<file path="src/hdl/dls_pkg.sv">
// constants shared by the loop status snapshot block and its bench.
// assumes a 32-bit APB with word-aligned registers; each printed
// offset is a word index and the byte address is four times it.
package dls_pkg;

  // bus shape
  localparam int APB_ADDR_W = 8;
  localparam int APB_DATA_W = 32;
  localparam int IDX_W = 6;
  localparam int BYTE_LSB_W = 2;

  // value shape
  localparam int ACC_W = 20;
  localparam int BYTE_W = 8;
  localparam int NIBBLE_W = 4;
  localparam int NUM_VALUES = 3;

  // slots of the three sampled values
  localparam int VAL_PILOT = 0;
  localparam int VAL_AVGERR = 1;
  localparam int VAL_QAMACC = 2;

  // bit positions inside each value
  localparam int LOW_LSB = 0;
  localparam int MID_LSB = 8;
  localparam int TOP_LSB = 16;

  // register word indices (byte address = index * 4)
  localparam logic [IDX_W-1:0] IDX_CAPTURE = 6'h25;
  localparam logic [IDX_W-1:0] IDX_SNAP_STATUS = 6'h26;
  localparam logic [IDX_W-1:0] IDX_PILOT_TRACK_ACC_LOW = 6'h34;
  localparam logic [IDX_W-1:0] IDX_PILOT_TRACK_ACC_MID = 6'h35;
  localparam logic [IDX_W-1:0] IDX_PILOT_TRACK_ACC_TOP = 6'h36;
  localparam logic [IDX_W-1:0] IDX_CARRIER_AVG_ERR_LOW = 6'h39;
  localparam logic [IDX_W-1:0] IDX_CARRIER_AVG_ERR_MID = 6'h3A;
  localparam logic [IDX_W-1:0] IDX_CARRIER_AVG_ERR_TOP = 6'h3B;
  localparam logic [IDX_W-1:0] IDX_QAM_CARRIER_ACC_LOW = 6'h3C;
  localparam logic [IDX_W-1:0] IDX_QAM_CARRIER_ACC_MID = 6'h3D;
  localparam logic [IDX_W-1:0] IDX_QAM_CARRIER_ACC_TOP = 6'h3E;

  // field positions
  localparam int CAPTURE_BIT = 0;
  localparam int STAT_VALID_BIT = 0;
  localparam int STAT_QAM_BIT = 1;

  // reset values
  localparam logic [ACC_W-1:0] SNAP_RESET = 20'h00000;
  localparam logic [APB_DATA_W-1:0] RDATA_RESET = 32'h00000000;

endpackage

</file>
<file path="src/hdl/dls_status_snapshot.sv">
// APB register bank presenting captured demodulator loop values.
// assumes live loop values and qamMode are synchronous to sys_clk;
// the master follows APB setup/access order; this slave never waits.
//
// Design decision made here: register access over APB.
`timescale 1ns/1ps
module dls_status_snapshot #(
  parameter int ACC_W = dls_pkg::ACC_W,
  parameter int ADDR_W = dls_pkg::APB_ADDR_W
) (
  input wire logic sys_clk,
  input wire logic resetn,
  input wire logic [ADDR_W-1:0] paddr,
  input wire logic psel,
  input wire logic penable,
  input wire logic pwrite,
  input wire logic [dls_pkg::APB_DATA_W-1:0] pwdata,
  output logic [dls_pkg::APB_DATA_W-1:0] prdata,
  output logic pready,
  output logic pslverr,
  input wire logic [ACC_W-1:0] pilotTrackAcc,
  input wire logic [ACC_W-1:0] carrierAvgErr,
  input wire logic [ACC_W-1:0] qamCarrierAcc,
  input wire logic qamMode
);

  localparam int DW = dls_pkg::APB_DATA_W;
  localparam int BW = dls_pkg::BYTE_W;
  localparam int NW = dls_pkg::NIBBLE_W;
  localparam int IW = dls_pkg::IDX_W;
  localparam int LW = dls_pkg::BYTE_LSB_W;

  // true when the byte address is word aligned and inside the window
  function automatic logic addrInRange(input logic [ADDR_W-1:0] addr);
    logic [ADDR_W-1:0] upper;
    upper = addr >> (IW + LW);
    addrInRange = (addr[LW-1:0] == '0) && (upper == '0);
  endfunction

  // word index taken from a byte address
  function automatic logic [IW-1:0] wordIndex(input logic [ADDR_W-1:0] addr);
    wordIndex = addr[IW+LW-1:LW];
  endfunction

  // low byte of a value
  function automatic logic [BW-1:0] lowByte(input logic [ACC_W-1:0] v);
    lowByte = v[dls_pkg::LOW_LSB +: BW];
  endfunction

  // middle byte of a value
  function automatic logic [BW-1:0] midByte(input logic [ACC_W-1:0] v);
    midByte = v[dls_pkg::MID_LSB +: BW];
  endfunction

  // top nibble in bits 3:0, reserved bits 7:4 forced to zero
  function automatic logic [BW-1:0] topNibble(input logic [ACC_W-1:0] v);
    topNibble = {{(BW - NW){1'b0}}, v[dls_pkg::TOP_LSB +: NW]};
  endfunction

  // bus phase decode
  logic setupPhase;
  logic accessWrite;
  logic addrOk;
  logic [IW-1:0] idx;

  // capture and status
  logic captureReq;
  logic valid_d;
  logic valid_q;
  logic qamAtCap_d;
  logic qamAtCap_q;

  // read path
  logic [DW-1:0] rdWord;
  logic rdErr;
  logic wrErr;
  logic [DW-1:0] prdata_d;
  logic [DW-1:0] prdata_q;
  logic pslverr_d;
  logic pslverr_q;

  // live and captured values, indexed by slot
  logic [ACC_W-1:0] liveVal [dls_pkg::NUM_VALUES];
  logic [ACC_W-1:0] snapVal [dls_pkg::NUM_VALUES];

  // zero wait states; read data is prepared during the setup cycle
  assign pready = 1'b1;

  // phase and address decode shared by read and write paths
  assign setupPhase = psel & ~penable;
  assign accessWrite = psel & penable & pwrite & pready;
  assign addrOk = addrInRange(paddr);
  assign idx = wordIndex(paddr);

  // a write of 1 to the capture bit refreshes every snapshot at once
  assign captureReq = accessWrite & addrOk & (idx == dls_pkg::IDX_CAPTURE)
                    & pwdata[dls_pkg::CAPTURE_BIT];

  // map the live inputs onto slots so one loop can capture them
  assign liveVal[dls_pkg::VAL_PILOT] = pilotTrackAcc;
  assign liveVal[dls_pkg::VAL_AVGERR] = carrierAvgErr;
  assign liveVal[dls_pkg::VAL_QAMACC] = qamCarrierAcc;

  // one snapshot register per value, all fed by the same strobe
  for (genvar g = 0; g < dls_pkg::NUM_VALUES; g++) begin : g_snap
    dls_snap_reg #(
      .WIDTH(ACC_W)
    ) u_snap (
      .sys_clk(sys_clk),
      .resetn(resetn),
      .capture(captureReq),
      .liveVal(liveVal[g]),
      .snapVal(snapVal[g])
    );
  end

  // status flags: snapshot taken since reset, and the mode at capture time
  always_comb begin
    valid_d = valid_q | captureReq;
    qamAtCap_d = qamAtCap_q;
    if (captureReq) begin
      qamAtCap_d = qamMode;
    end
  end

  always_ff @(posedge sys_clk) begin
    if (!resetn) begin
      valid_q <= 1'b0;
      qamAtCap_q <= 1'b0;
    end else begin
      valid_q <= valid_d;
      qamAtCap_q <= qamAtCap_d;
    end
  end

  // read decode; narrower registers sit in the low bits, rest reads zero
  always_comb begin
    rdWord = '0;
    rdErr = 1'b0;
    if (!addrOk) begin
      rdErr = 1'b1;
    end else begin
      case (idx)
        dls_pkg::IDX_CAPTURE: begin
          rdWord = '0; // trigger only, nothing stored
        end
        dls_pkg::IDX_SNAP_STATUS: begin
          rdWord[dls_pkg::STAT_VALID_BIT] = valid_q;
          rdWord[dls_pkg::STAT_QAM_BIT] = qamAtCap_q;
        end
        dls_pkg::IDX_PILOT_TRACK_ACC_LOW: begin
          rdWord[BW-1:0] = lowByte(snapVal[dls_pkg::VAL_PILOT]);
        end
        dls_pkg::IDX_PILOT_TRACK_ACC_MID: begin
          rdWord[BW-1:0] = midByte(snapVal[dls_pkg::VAL_PILOT]);
        end
        dls_pkg::IDX_PILOT_TRACK_ACC_TOP: begin
          rdWord[BW-1:0] = topNibble(snapVal[dls_pkg::VAL_PILOT]);
        end
        dls_pkg::IDX_CARRIER_AVG_ERR_LOW: begin
          rdWord[BW-1:0] = lowByte(snapVal[dls_pkg::VAL_AVGERR]);
        end
        dls_pkg::IDX_CARRIER_AVG_ERR_MID: begin
          rdWord[BW-1:0] = midByte(snapVal[dls_pkg::VAL_AVGERR]);
        end
        dls_pkg::IDX_CARRIER_AVG_ERR_TOP: begin
          rdWord[BW-1:0] = topNibble(snapVal[dls_pkg::VAL_AVGERR]);
        end
        dls_pkg::IDX_QAM_CARRIER_ACC_LOW: begin
          rdWord[BW-1:0] = lowByte(snapVal[dls_pkg::VAL_QAMACC]);
        end
        dls_pkg::IDX_QAM_CARRIER_ACC_MID: begin
          rdWord[BW-1:0] = midByte(snapVal[dls_pkg::VAL_QAMACC]);
        end
        dls_pkg::IDX_QAM_CARRIER_ACC_TOP: begin
          rdWord[BW-1:0] = topNibble(snapVal[dls_pkg::VAL_QAMACC]);
        end
        default: begin
          rdErr = 1'b1; // unmapped word
        end
      endcase
    end
  end

  // only the capture register accepts writes; the rest are read-only
  always_comb begin
    wrErr = 1'b1;
    if (addrOk && (idx == dls_pkg::IDX_CAPTURE)) begin
      wrErr = 1'b0;
    end
  end

  // answer latched in the setup cycle, so prdata and pslverr are
  // flop outputs and still stand at the access edge with pready high
  always_comb begin
    prdata_d = prdata_q;
    pslverr_d = pslverr_q;
    if (setupPhase) begin
      if (pwrite) begin
        prdata_d = '0;
        pslverr_d = wrErr;
      end else begin
        prdata_d = rdWord;
        pslverr_d = rdErr;
      end
    end
  end

  always_ff @(posedge sys_clk) begin
    if (!resetn) begin
      prdata_q <= dls_pkg::RDATA_RESET;
      pslverr_q <= 1'b0;
    end else begin
      prdata_q <= prdata_d;
      pslverr_q <= pslverr_d;
    end
  end

  // hazard: a capture write in the access cycle takes effect at that
  // edge, so a read set up one cycle later already sees the new sample
  assign prdata = prdata_q;
  assign pslverr = pslverr_q;

endmodule

</file>
<file path="src/hdl/dls_snap_reg.sv">
// one capture register holding a multi-bit sample of a live value.
// assumes the capture strobe is a single-cycle pulse in sys_clk.
`timescale 1ns/1ps
module dls_snap_reg #(
  parameter int WIDTH = dls_pkg::ACC_W
) (
  input wire logic sys_clk,
  input wire logic resetn,
  input wire logic capture,
  input wire logic [WIDTH-1:0] liveVal,
  output logic [WIDTH-1:0] snapVal
);

  logic [WIDTH-1:0] snap_d;
  logic [WIDTH-1:0] snap_q;

  // all bits load on the same edge so bytes never mix two samples
  always_comb begin
    snap_d = snap_q;
    if (capture) begin
      snap_d = liveVal;
    end
  end

  // plain storage, cleared by the synchronous reset
  always_ff @(posedge sys_clk) begin
    if (!resetn) begin
      snap_q <= WIDTH'(dls_pkg::SNAP_RESET);
    end else begin
      snap_q <= snap_d;
    end
  end

  assign snapVal = snap_q;

endmodule

</file>
<file path="config.mk">
export PLATFORM = sky130hd
export DESIGN_NAME = dls_status_snapshot
export DESIGN_NICKNAME = d
export VERILOG_FILES = /design/src/hdl/dls_pkg.sv /design/src/hdl/dls_status_snapshot.sv /design/src/hdl/dls_snap_reg.sv
export SDC_FILE = /design/constraint.sdc
export NUM_CORES = 1
export LEC_CHECK = 0
export BUFFER_PORTS_ARGS = -buffer_cell sky130_fd_sc_hd__buf_2
export CAP_MARGIN = 20
export CORE_MARGIN = 2
export CORE_UTILIZATION = 40
export DETAILED_ROUTE_END_ITERATION = 10
export GPL_TIMING_DRIVEN = 0
export PLACE_DENSITY = 0.67
export RECOVER_POWER = 50
export SYNTH_ARGS = -nofsm -noshare
export SYNTH_HDL_FRONTEND = slang
export SYNTH_HIERARCHICAL = 1
export SYNTH_SLANG_ARGS = --single-unit
</file>
<file path="constraint.sdc">
create_clock -name sys_clk -period 2.08 [get_ports sys_clk]
set_clock_uncertainty 0.05 [all_clocks]
set_input_delay 0 -clock sys_clk [delete_from_list [all_inputs] [get_ports sys_clk]]
set_output_delay 0 -clock sys_clk [all_outputs]
set_load 0.05 [all_outputs]
</file>
-- Yosys cells after proc, flatten, opt, wreduce, memory -nomap -nowiden
Cells that the tools add are included.
Widths: inputs -> output; s select.
- word-level logic and storage cells: 37
- bits of input ports: 106
- memory bits (writable): 0
- memories: 0
- output and inout port bits: 34
- ROM bits: 0
- bits in latches: 0
- register bits after elaboration: 95
- reductions and logical operators: 3
- mux-type cells: 8
- divide/modulo/power cells: 0
- shift-type cells: 0
- $mul: 0
- eq/ne operators: 11
- bitwise operators: 8
- $lt $le $gt $ge: 0
- add/sub/neg operators: 0
- operator list (cell ; number):
    $eq 6x6->1 const B ; 11
    $pmux 6 s9 ; 1
    $mux 32 ; 1
    $pmux 2 s10 ; 1
    $reduce_or 11->1 ; 1
    $mux 8 ; 1
    $and 1x1->1 ; 6
    $mux 1 ; 4
    $logic_not 2->1 ; 1
    $logic_and 1x1->1 ; 1
    $not 1->1 ; 1
    $or 1x1->1 ; 1

-- Longest topological paths before layout
- depth in word-level cells: 6
- gate-level depth with buffers: 7
- depth with buffers taken out: 5

-- Cells and area by module
Netlist, hierarchy kept.
- modules (own cells, without submodules) (module ; cells an instance ; times used ; area each (um^2)):
    dls_snap_reg ; 64 ; 3 ; 755.7
    dls_status_snapshot ; 164 ; 1 ; 1380.1

-- Least setup slack after synthesis
No wires, ideal clock.
- path type: in2reg
- from: in paddr[4]
- to: reg g_snap[0].u_snap.snap_q[0]
- setup time: 0.116 ns
- arrival time: 1.634 ns
- path slack: 0.280 ns
- stages: 7
- cells stage by stage: buf_4 and4bb_1 nand2_1 nor3_1 buf_6 mux2i_1 nor2b_1
- word-level cells in the longest chain between the ends: 3
- ends and longest elaborated chain (item ; RTL line ; RTL):
    start, declared ; dls_status_snapshot.sv:13 ; input wire logic [ADDR_W-1:0] paddr,
    $eq 6x6->1 ; dls_status_snapshot.sv:96 ; assign captureReq = accessWrite & addrOk & (idx == dls_pkg::IDX_CAPTURE)
    $and 1x1->1 ; dls_status_snapshot.sv:96 ;
    $and 1x1->1 ; dls_status_snapshot.sv:97 ; & pwdata[dls_pkg::CAPTURE_BIT];
    named net captureReq ; dls_status_snapshot.sv:67 ; logic captureReq;
    end signal, assigned ; dls_snap_reg.sv:28 ; snap_q <= WIDTH'(dls_pkg::SNAP_RESET);
    end signal, assigned ; dls_snap_reg.sv:30 ; snap_q <= snap_d;
    end, declared ; dls_snap_reg.sv:15 ; logic [WIDTH-1:0] snap_q;
The timed path passes the listed nets, and every way through them passes these cells.
A chain may end at the register's enable or synchronous reset.

-- Worst setup path in the final report
- from: in paddr[1]
- to: reg g_snap[1].u_snap.snap_q[7]
- word-level cells in the longest chain between the ends: 4
- ends and longest elaborated chain (item ; RTL line ; RTL):
    $logic_not 2->1 ; dls_status_snapshot.sv:37 ; addrInRange = (addr[LW-1:0] == '0) && (upper == '0);
    $and 1x1->1 (2 in series) ; dls_status_snapshot.sv:96 ;
    $and 1x1->1 ; dls_status_snapshot.sv:97 ;
    named net captureReq ; dls_status_snapshot.sv:67 ;
    end signal, assigned ; dls_snap_reg.sv:28 ;
    end signal, assigned ; dls_snap_reg.sv:30 ;
    end, declared ; dls_snap_reg.sv:15 ;
The timed path passes the listed nets, and every way through them passes these cells.

==> flow_summary.toml <==
[status]
outcome = "finished, final reports clean"

[power_and_ir_drop]
finalPower_w = 0.002720
peakVddDrop_mv = 0.3450
cellPowerDensity_nw_per_um2 = 540.3
p_leak_nw = 1.930

[synthesis]
syn_area_um2 = 3647
ys_warn_count = 6
synth_edf_count = 0
ys_seq_area_frac = 0.3897
avgSynthCellArea_um2 = 10.25
synth-main-ff-cell = "dfxtp_1"
syn_inst = 356
postSynth.asyncResetShare = 0
yosysUniqueCellTypes = 48
synth-seq-cells = 71

[critical_path]
timing.rr.start = "g_snap[2].u_snap/snapVal[14]$_SDFFE_PN0P_"
endpoint_kind = "register"
r2r_cells = 5
timing.rr.end = "prdata[6]$_SDFFE_PN0P_"
crit_fanout = 10
arrival_ns = 1.89
critPathMaxStageDelay_ns = 0.53
start_kind = "input pin"
critPathKind = "in -> reg"
cp.required_ns = 2.26
critPathTopFamily = "buffers and inverters"
reg2reg_slack_ns = 0.58
cp_cell_sequence = "dlygate4sd3_1, clkbuf_1, nor2_1, nand3_1, nor3_2, buf_4, buf_6, mux2i_1, nor2b_1"
cp_slowest_cell = "dlygate4sd3_1"
critical_path_cell_count = 9
cp_num_buf_inv = 4

[detailed_routing]
wl_met3_um = 656
routed-wl-met2_um = 4502
postRouteAntennaNets = 0
drt_iter0_drc = 119
routedWlPerCell_um = 14.79
drc = 0
vias_per_cell = 4.754
vias = 3095
highest_layer = "met4"
firstDrtPassIters = 4
wl_um = 9630
wl_met1_um = 4254

[grt]
grt_pass1_vias = 3222
grtUsageTotal = 0.1973
grt_pass1_wl_um = 15340
grt_overflow = 0
antenna_found_initial = 0
grt_max_degree = 16

[timing]
fin_crit_sh = 0.8218
setup_viol = 0
worst_pin_slew_ns = 0.6007
max_freq_mhz = 585.0
period_needed_ns = 1.709
whs_ns = 0.02584
grt_setup_unrepaired = "false"
maxSlewViolCount = 0
slew_headroom = 0.6012
tns_ns = 0
layout_setup_ws_ns = 0.3706
finalHoldViolations = 0

[finish]
nets = 644
syn_to_final_growth_pct = 38.04
regArea_um2 = 1421
antenna_cells = 0
multi_input_comb_area_um2 = 1938
fillers = 791
layout-drive-gt1-share = 0.2523

[placed_design]
dp_hpwl_um = 6812
dpl_worst_slack_ns = -0.03251
place.port_buffers = 82
gp_congestion = 0.8958

[clock_tree]
numCtsBuffers = 9
worst_setup_hold_path_clk_slew_ns = 0.07
clk-insertion-delay-late_ns = 0.34
cts_buffer_depth = 2
post-cts-setup-buffers = 0
cts_sinks = 71
cts_root_buffer = "clkbuf_8"
h-tree-depth = 3
tritoncts = "yes"

[worst_hold_path]
hold_depth = 4
hp-start = "psel"
hold_class = "in -> reg"
hold_end = "pslverr$_SDFFE_PN0P_"

[floorplan]
die-area_um2 = 9898
core_area_um2 = 8763
io_pins = 140
start_util = 0.4162
fp.dieW_um = 99.49
fp-row-count = 34
die-height_um = 99.49

[flow_run]
maxCapViolations = 0
-- layout by cell type, fill, tap and decap left out, types with 5 or more instances in the layout --
cell / Yosys / final
buf_2: 2 / 74
dfxtp_1: 71 / 71
mux2i_1: 66 / 66
dlygate4sd3_1: 0 / 65
nor2b_1: 64 / 64
buf_4: 27 / 28
conb_1: 2 / 25
clkbuf_1: 6 / 18
nand2_1: 16 / 16
mux2_1: 12 / 12
a22oi_1: 10 / 10
clkbuf_8: 0 / 9
nor2_1: 7 / 7
buf_6: 9 / 7
o21ai_0: 1 / 6
a221oi_1: 5 / 5
clkinv_2: 0 / 5
-- through the flow --
stage | utilization | cells | cell area [um^2]
2_1_floorplan | - | 379 | 3734
3_3_place_gp | 0.4883 | 569 | 4279
3_5_place_dp | 0.4891 | 570 | 4287
4_1_cts | 0.5812 | 651 | 5094
5_1_grt | 0.5745 | 651 | 5035
6_report | 0.5745 | 651 | 5035
-- timing repair --
action | in CTS | in global routing
endpoints found under the setup margin | 0 | 5
resized for setup | 0 | 1
hold buffers | 65 | 0
endpoints found under the hold margin | 65 | 0
-- final cells by class --
type                       instances  area share
clock inverter                     5    0.004970
timing repair buffer             148      0.2097
inverter                           1   0.0007455
tap                              108     0.02684
clock buffer                      11     0.02609
sequential                        71      0.2823
buffer                            44     0.06436
multi-input combinational        263      0.3849
-- worst max path at each step --
| stage | startpoint | endpoint | slack (ns) |
|---|---|---|---|
| after floorplan | paddr[4] | g_snap[0].u_snap/snapVal[0]$_SDFFE_PN0P_ | 0.28 |
| after global placement | paddr[2] | g_snap[2].u_snap/snapVal[19]$_SDFFE_PN0P_ | -0.41 |
| after detailed placement | paddr[2] | g_snap[1].u_snap/snapVal[14]$_SDFFE_PN0P_ | -0.03 |
| after CTS | paddr[1] | g_snap[1].u_snap/snapVal[14]$_SDFFE_PN0P_ | 0.08 |
| after global routing | paddr[1] | g_snap[2].u_snap/snapVal[0]$_SDFFE_PN0P_ | 0.23 |
| final | paddr[1] | g_snap[1].u_snap/snapVal[7]$_SDFFE_PN0P_ | 0.37 |
-- synthesized netlist by cell type (all sizes together) (2+ instances only) --
cell	count	area share
mux2	14	0.043
o21a	3	0.0062
a221oi	6	0.016
and3b	2	0.0048
mux2i	66	0.18
nand2	18	0.021
nand3	2	0.0027
dfxtp	71	0.39
conb	2	0.0021
nand2b	4	0.0096
buf	38	0.086
o31ai	2	0.0041
clkbuf	6	0.0062
a21oi	2	0.0027
a22oi	10	0.021
nor3	6	0.013
o21ai	9	0.013
nor2b	64	0.11
and2	3	0.0051
nor3b	2	0.0041
nor2	7	0.0072
nor4	4	0.013
a31oi	4	0.0069
-- cell families after synthesis --
logic type,Yosys count,share of synthesized area
flops,71,0.3897
mux,80,0.2244
compound gates,42,0.08576
buf+inv,45,0.09331
other cells,2,0.002059
simple gates,116,0.2048
-- power breakdown --
part           switching (W)  internal (W)  leakage [nW]
Sequential       0.000000746       0.00136         0.572
Combinational       0.000226      0.000211          1.27
Clock               0.000500      0.000423        0.0866
Total               0.000727       0.00199          1.93
-- worst min-delay path: stages --
cell and delay, ns:
buf_2 0.13, nand2b_4 0.09, inv_1 0.08, a31oi_1 0.08
-- flip-flops by register name (all words and copies together), names as in the netlist --
signal                 cells
g_snap.u_snap/snapVal     60
pslverr                    1
valid_q                    1
qamAtCap_q                 1
prdata                     8
-- per-layer routing --
metal | vias up | track usage
met5 | - | 0
met4 | 0 | 0.06322
met3 | 20 | 0.05762
met2 | 116 | 0.3415
met1 | 1391 | 0.2352
li1 | 1568 | -
No activity file was read; power rests on OpenSTA's default activity.
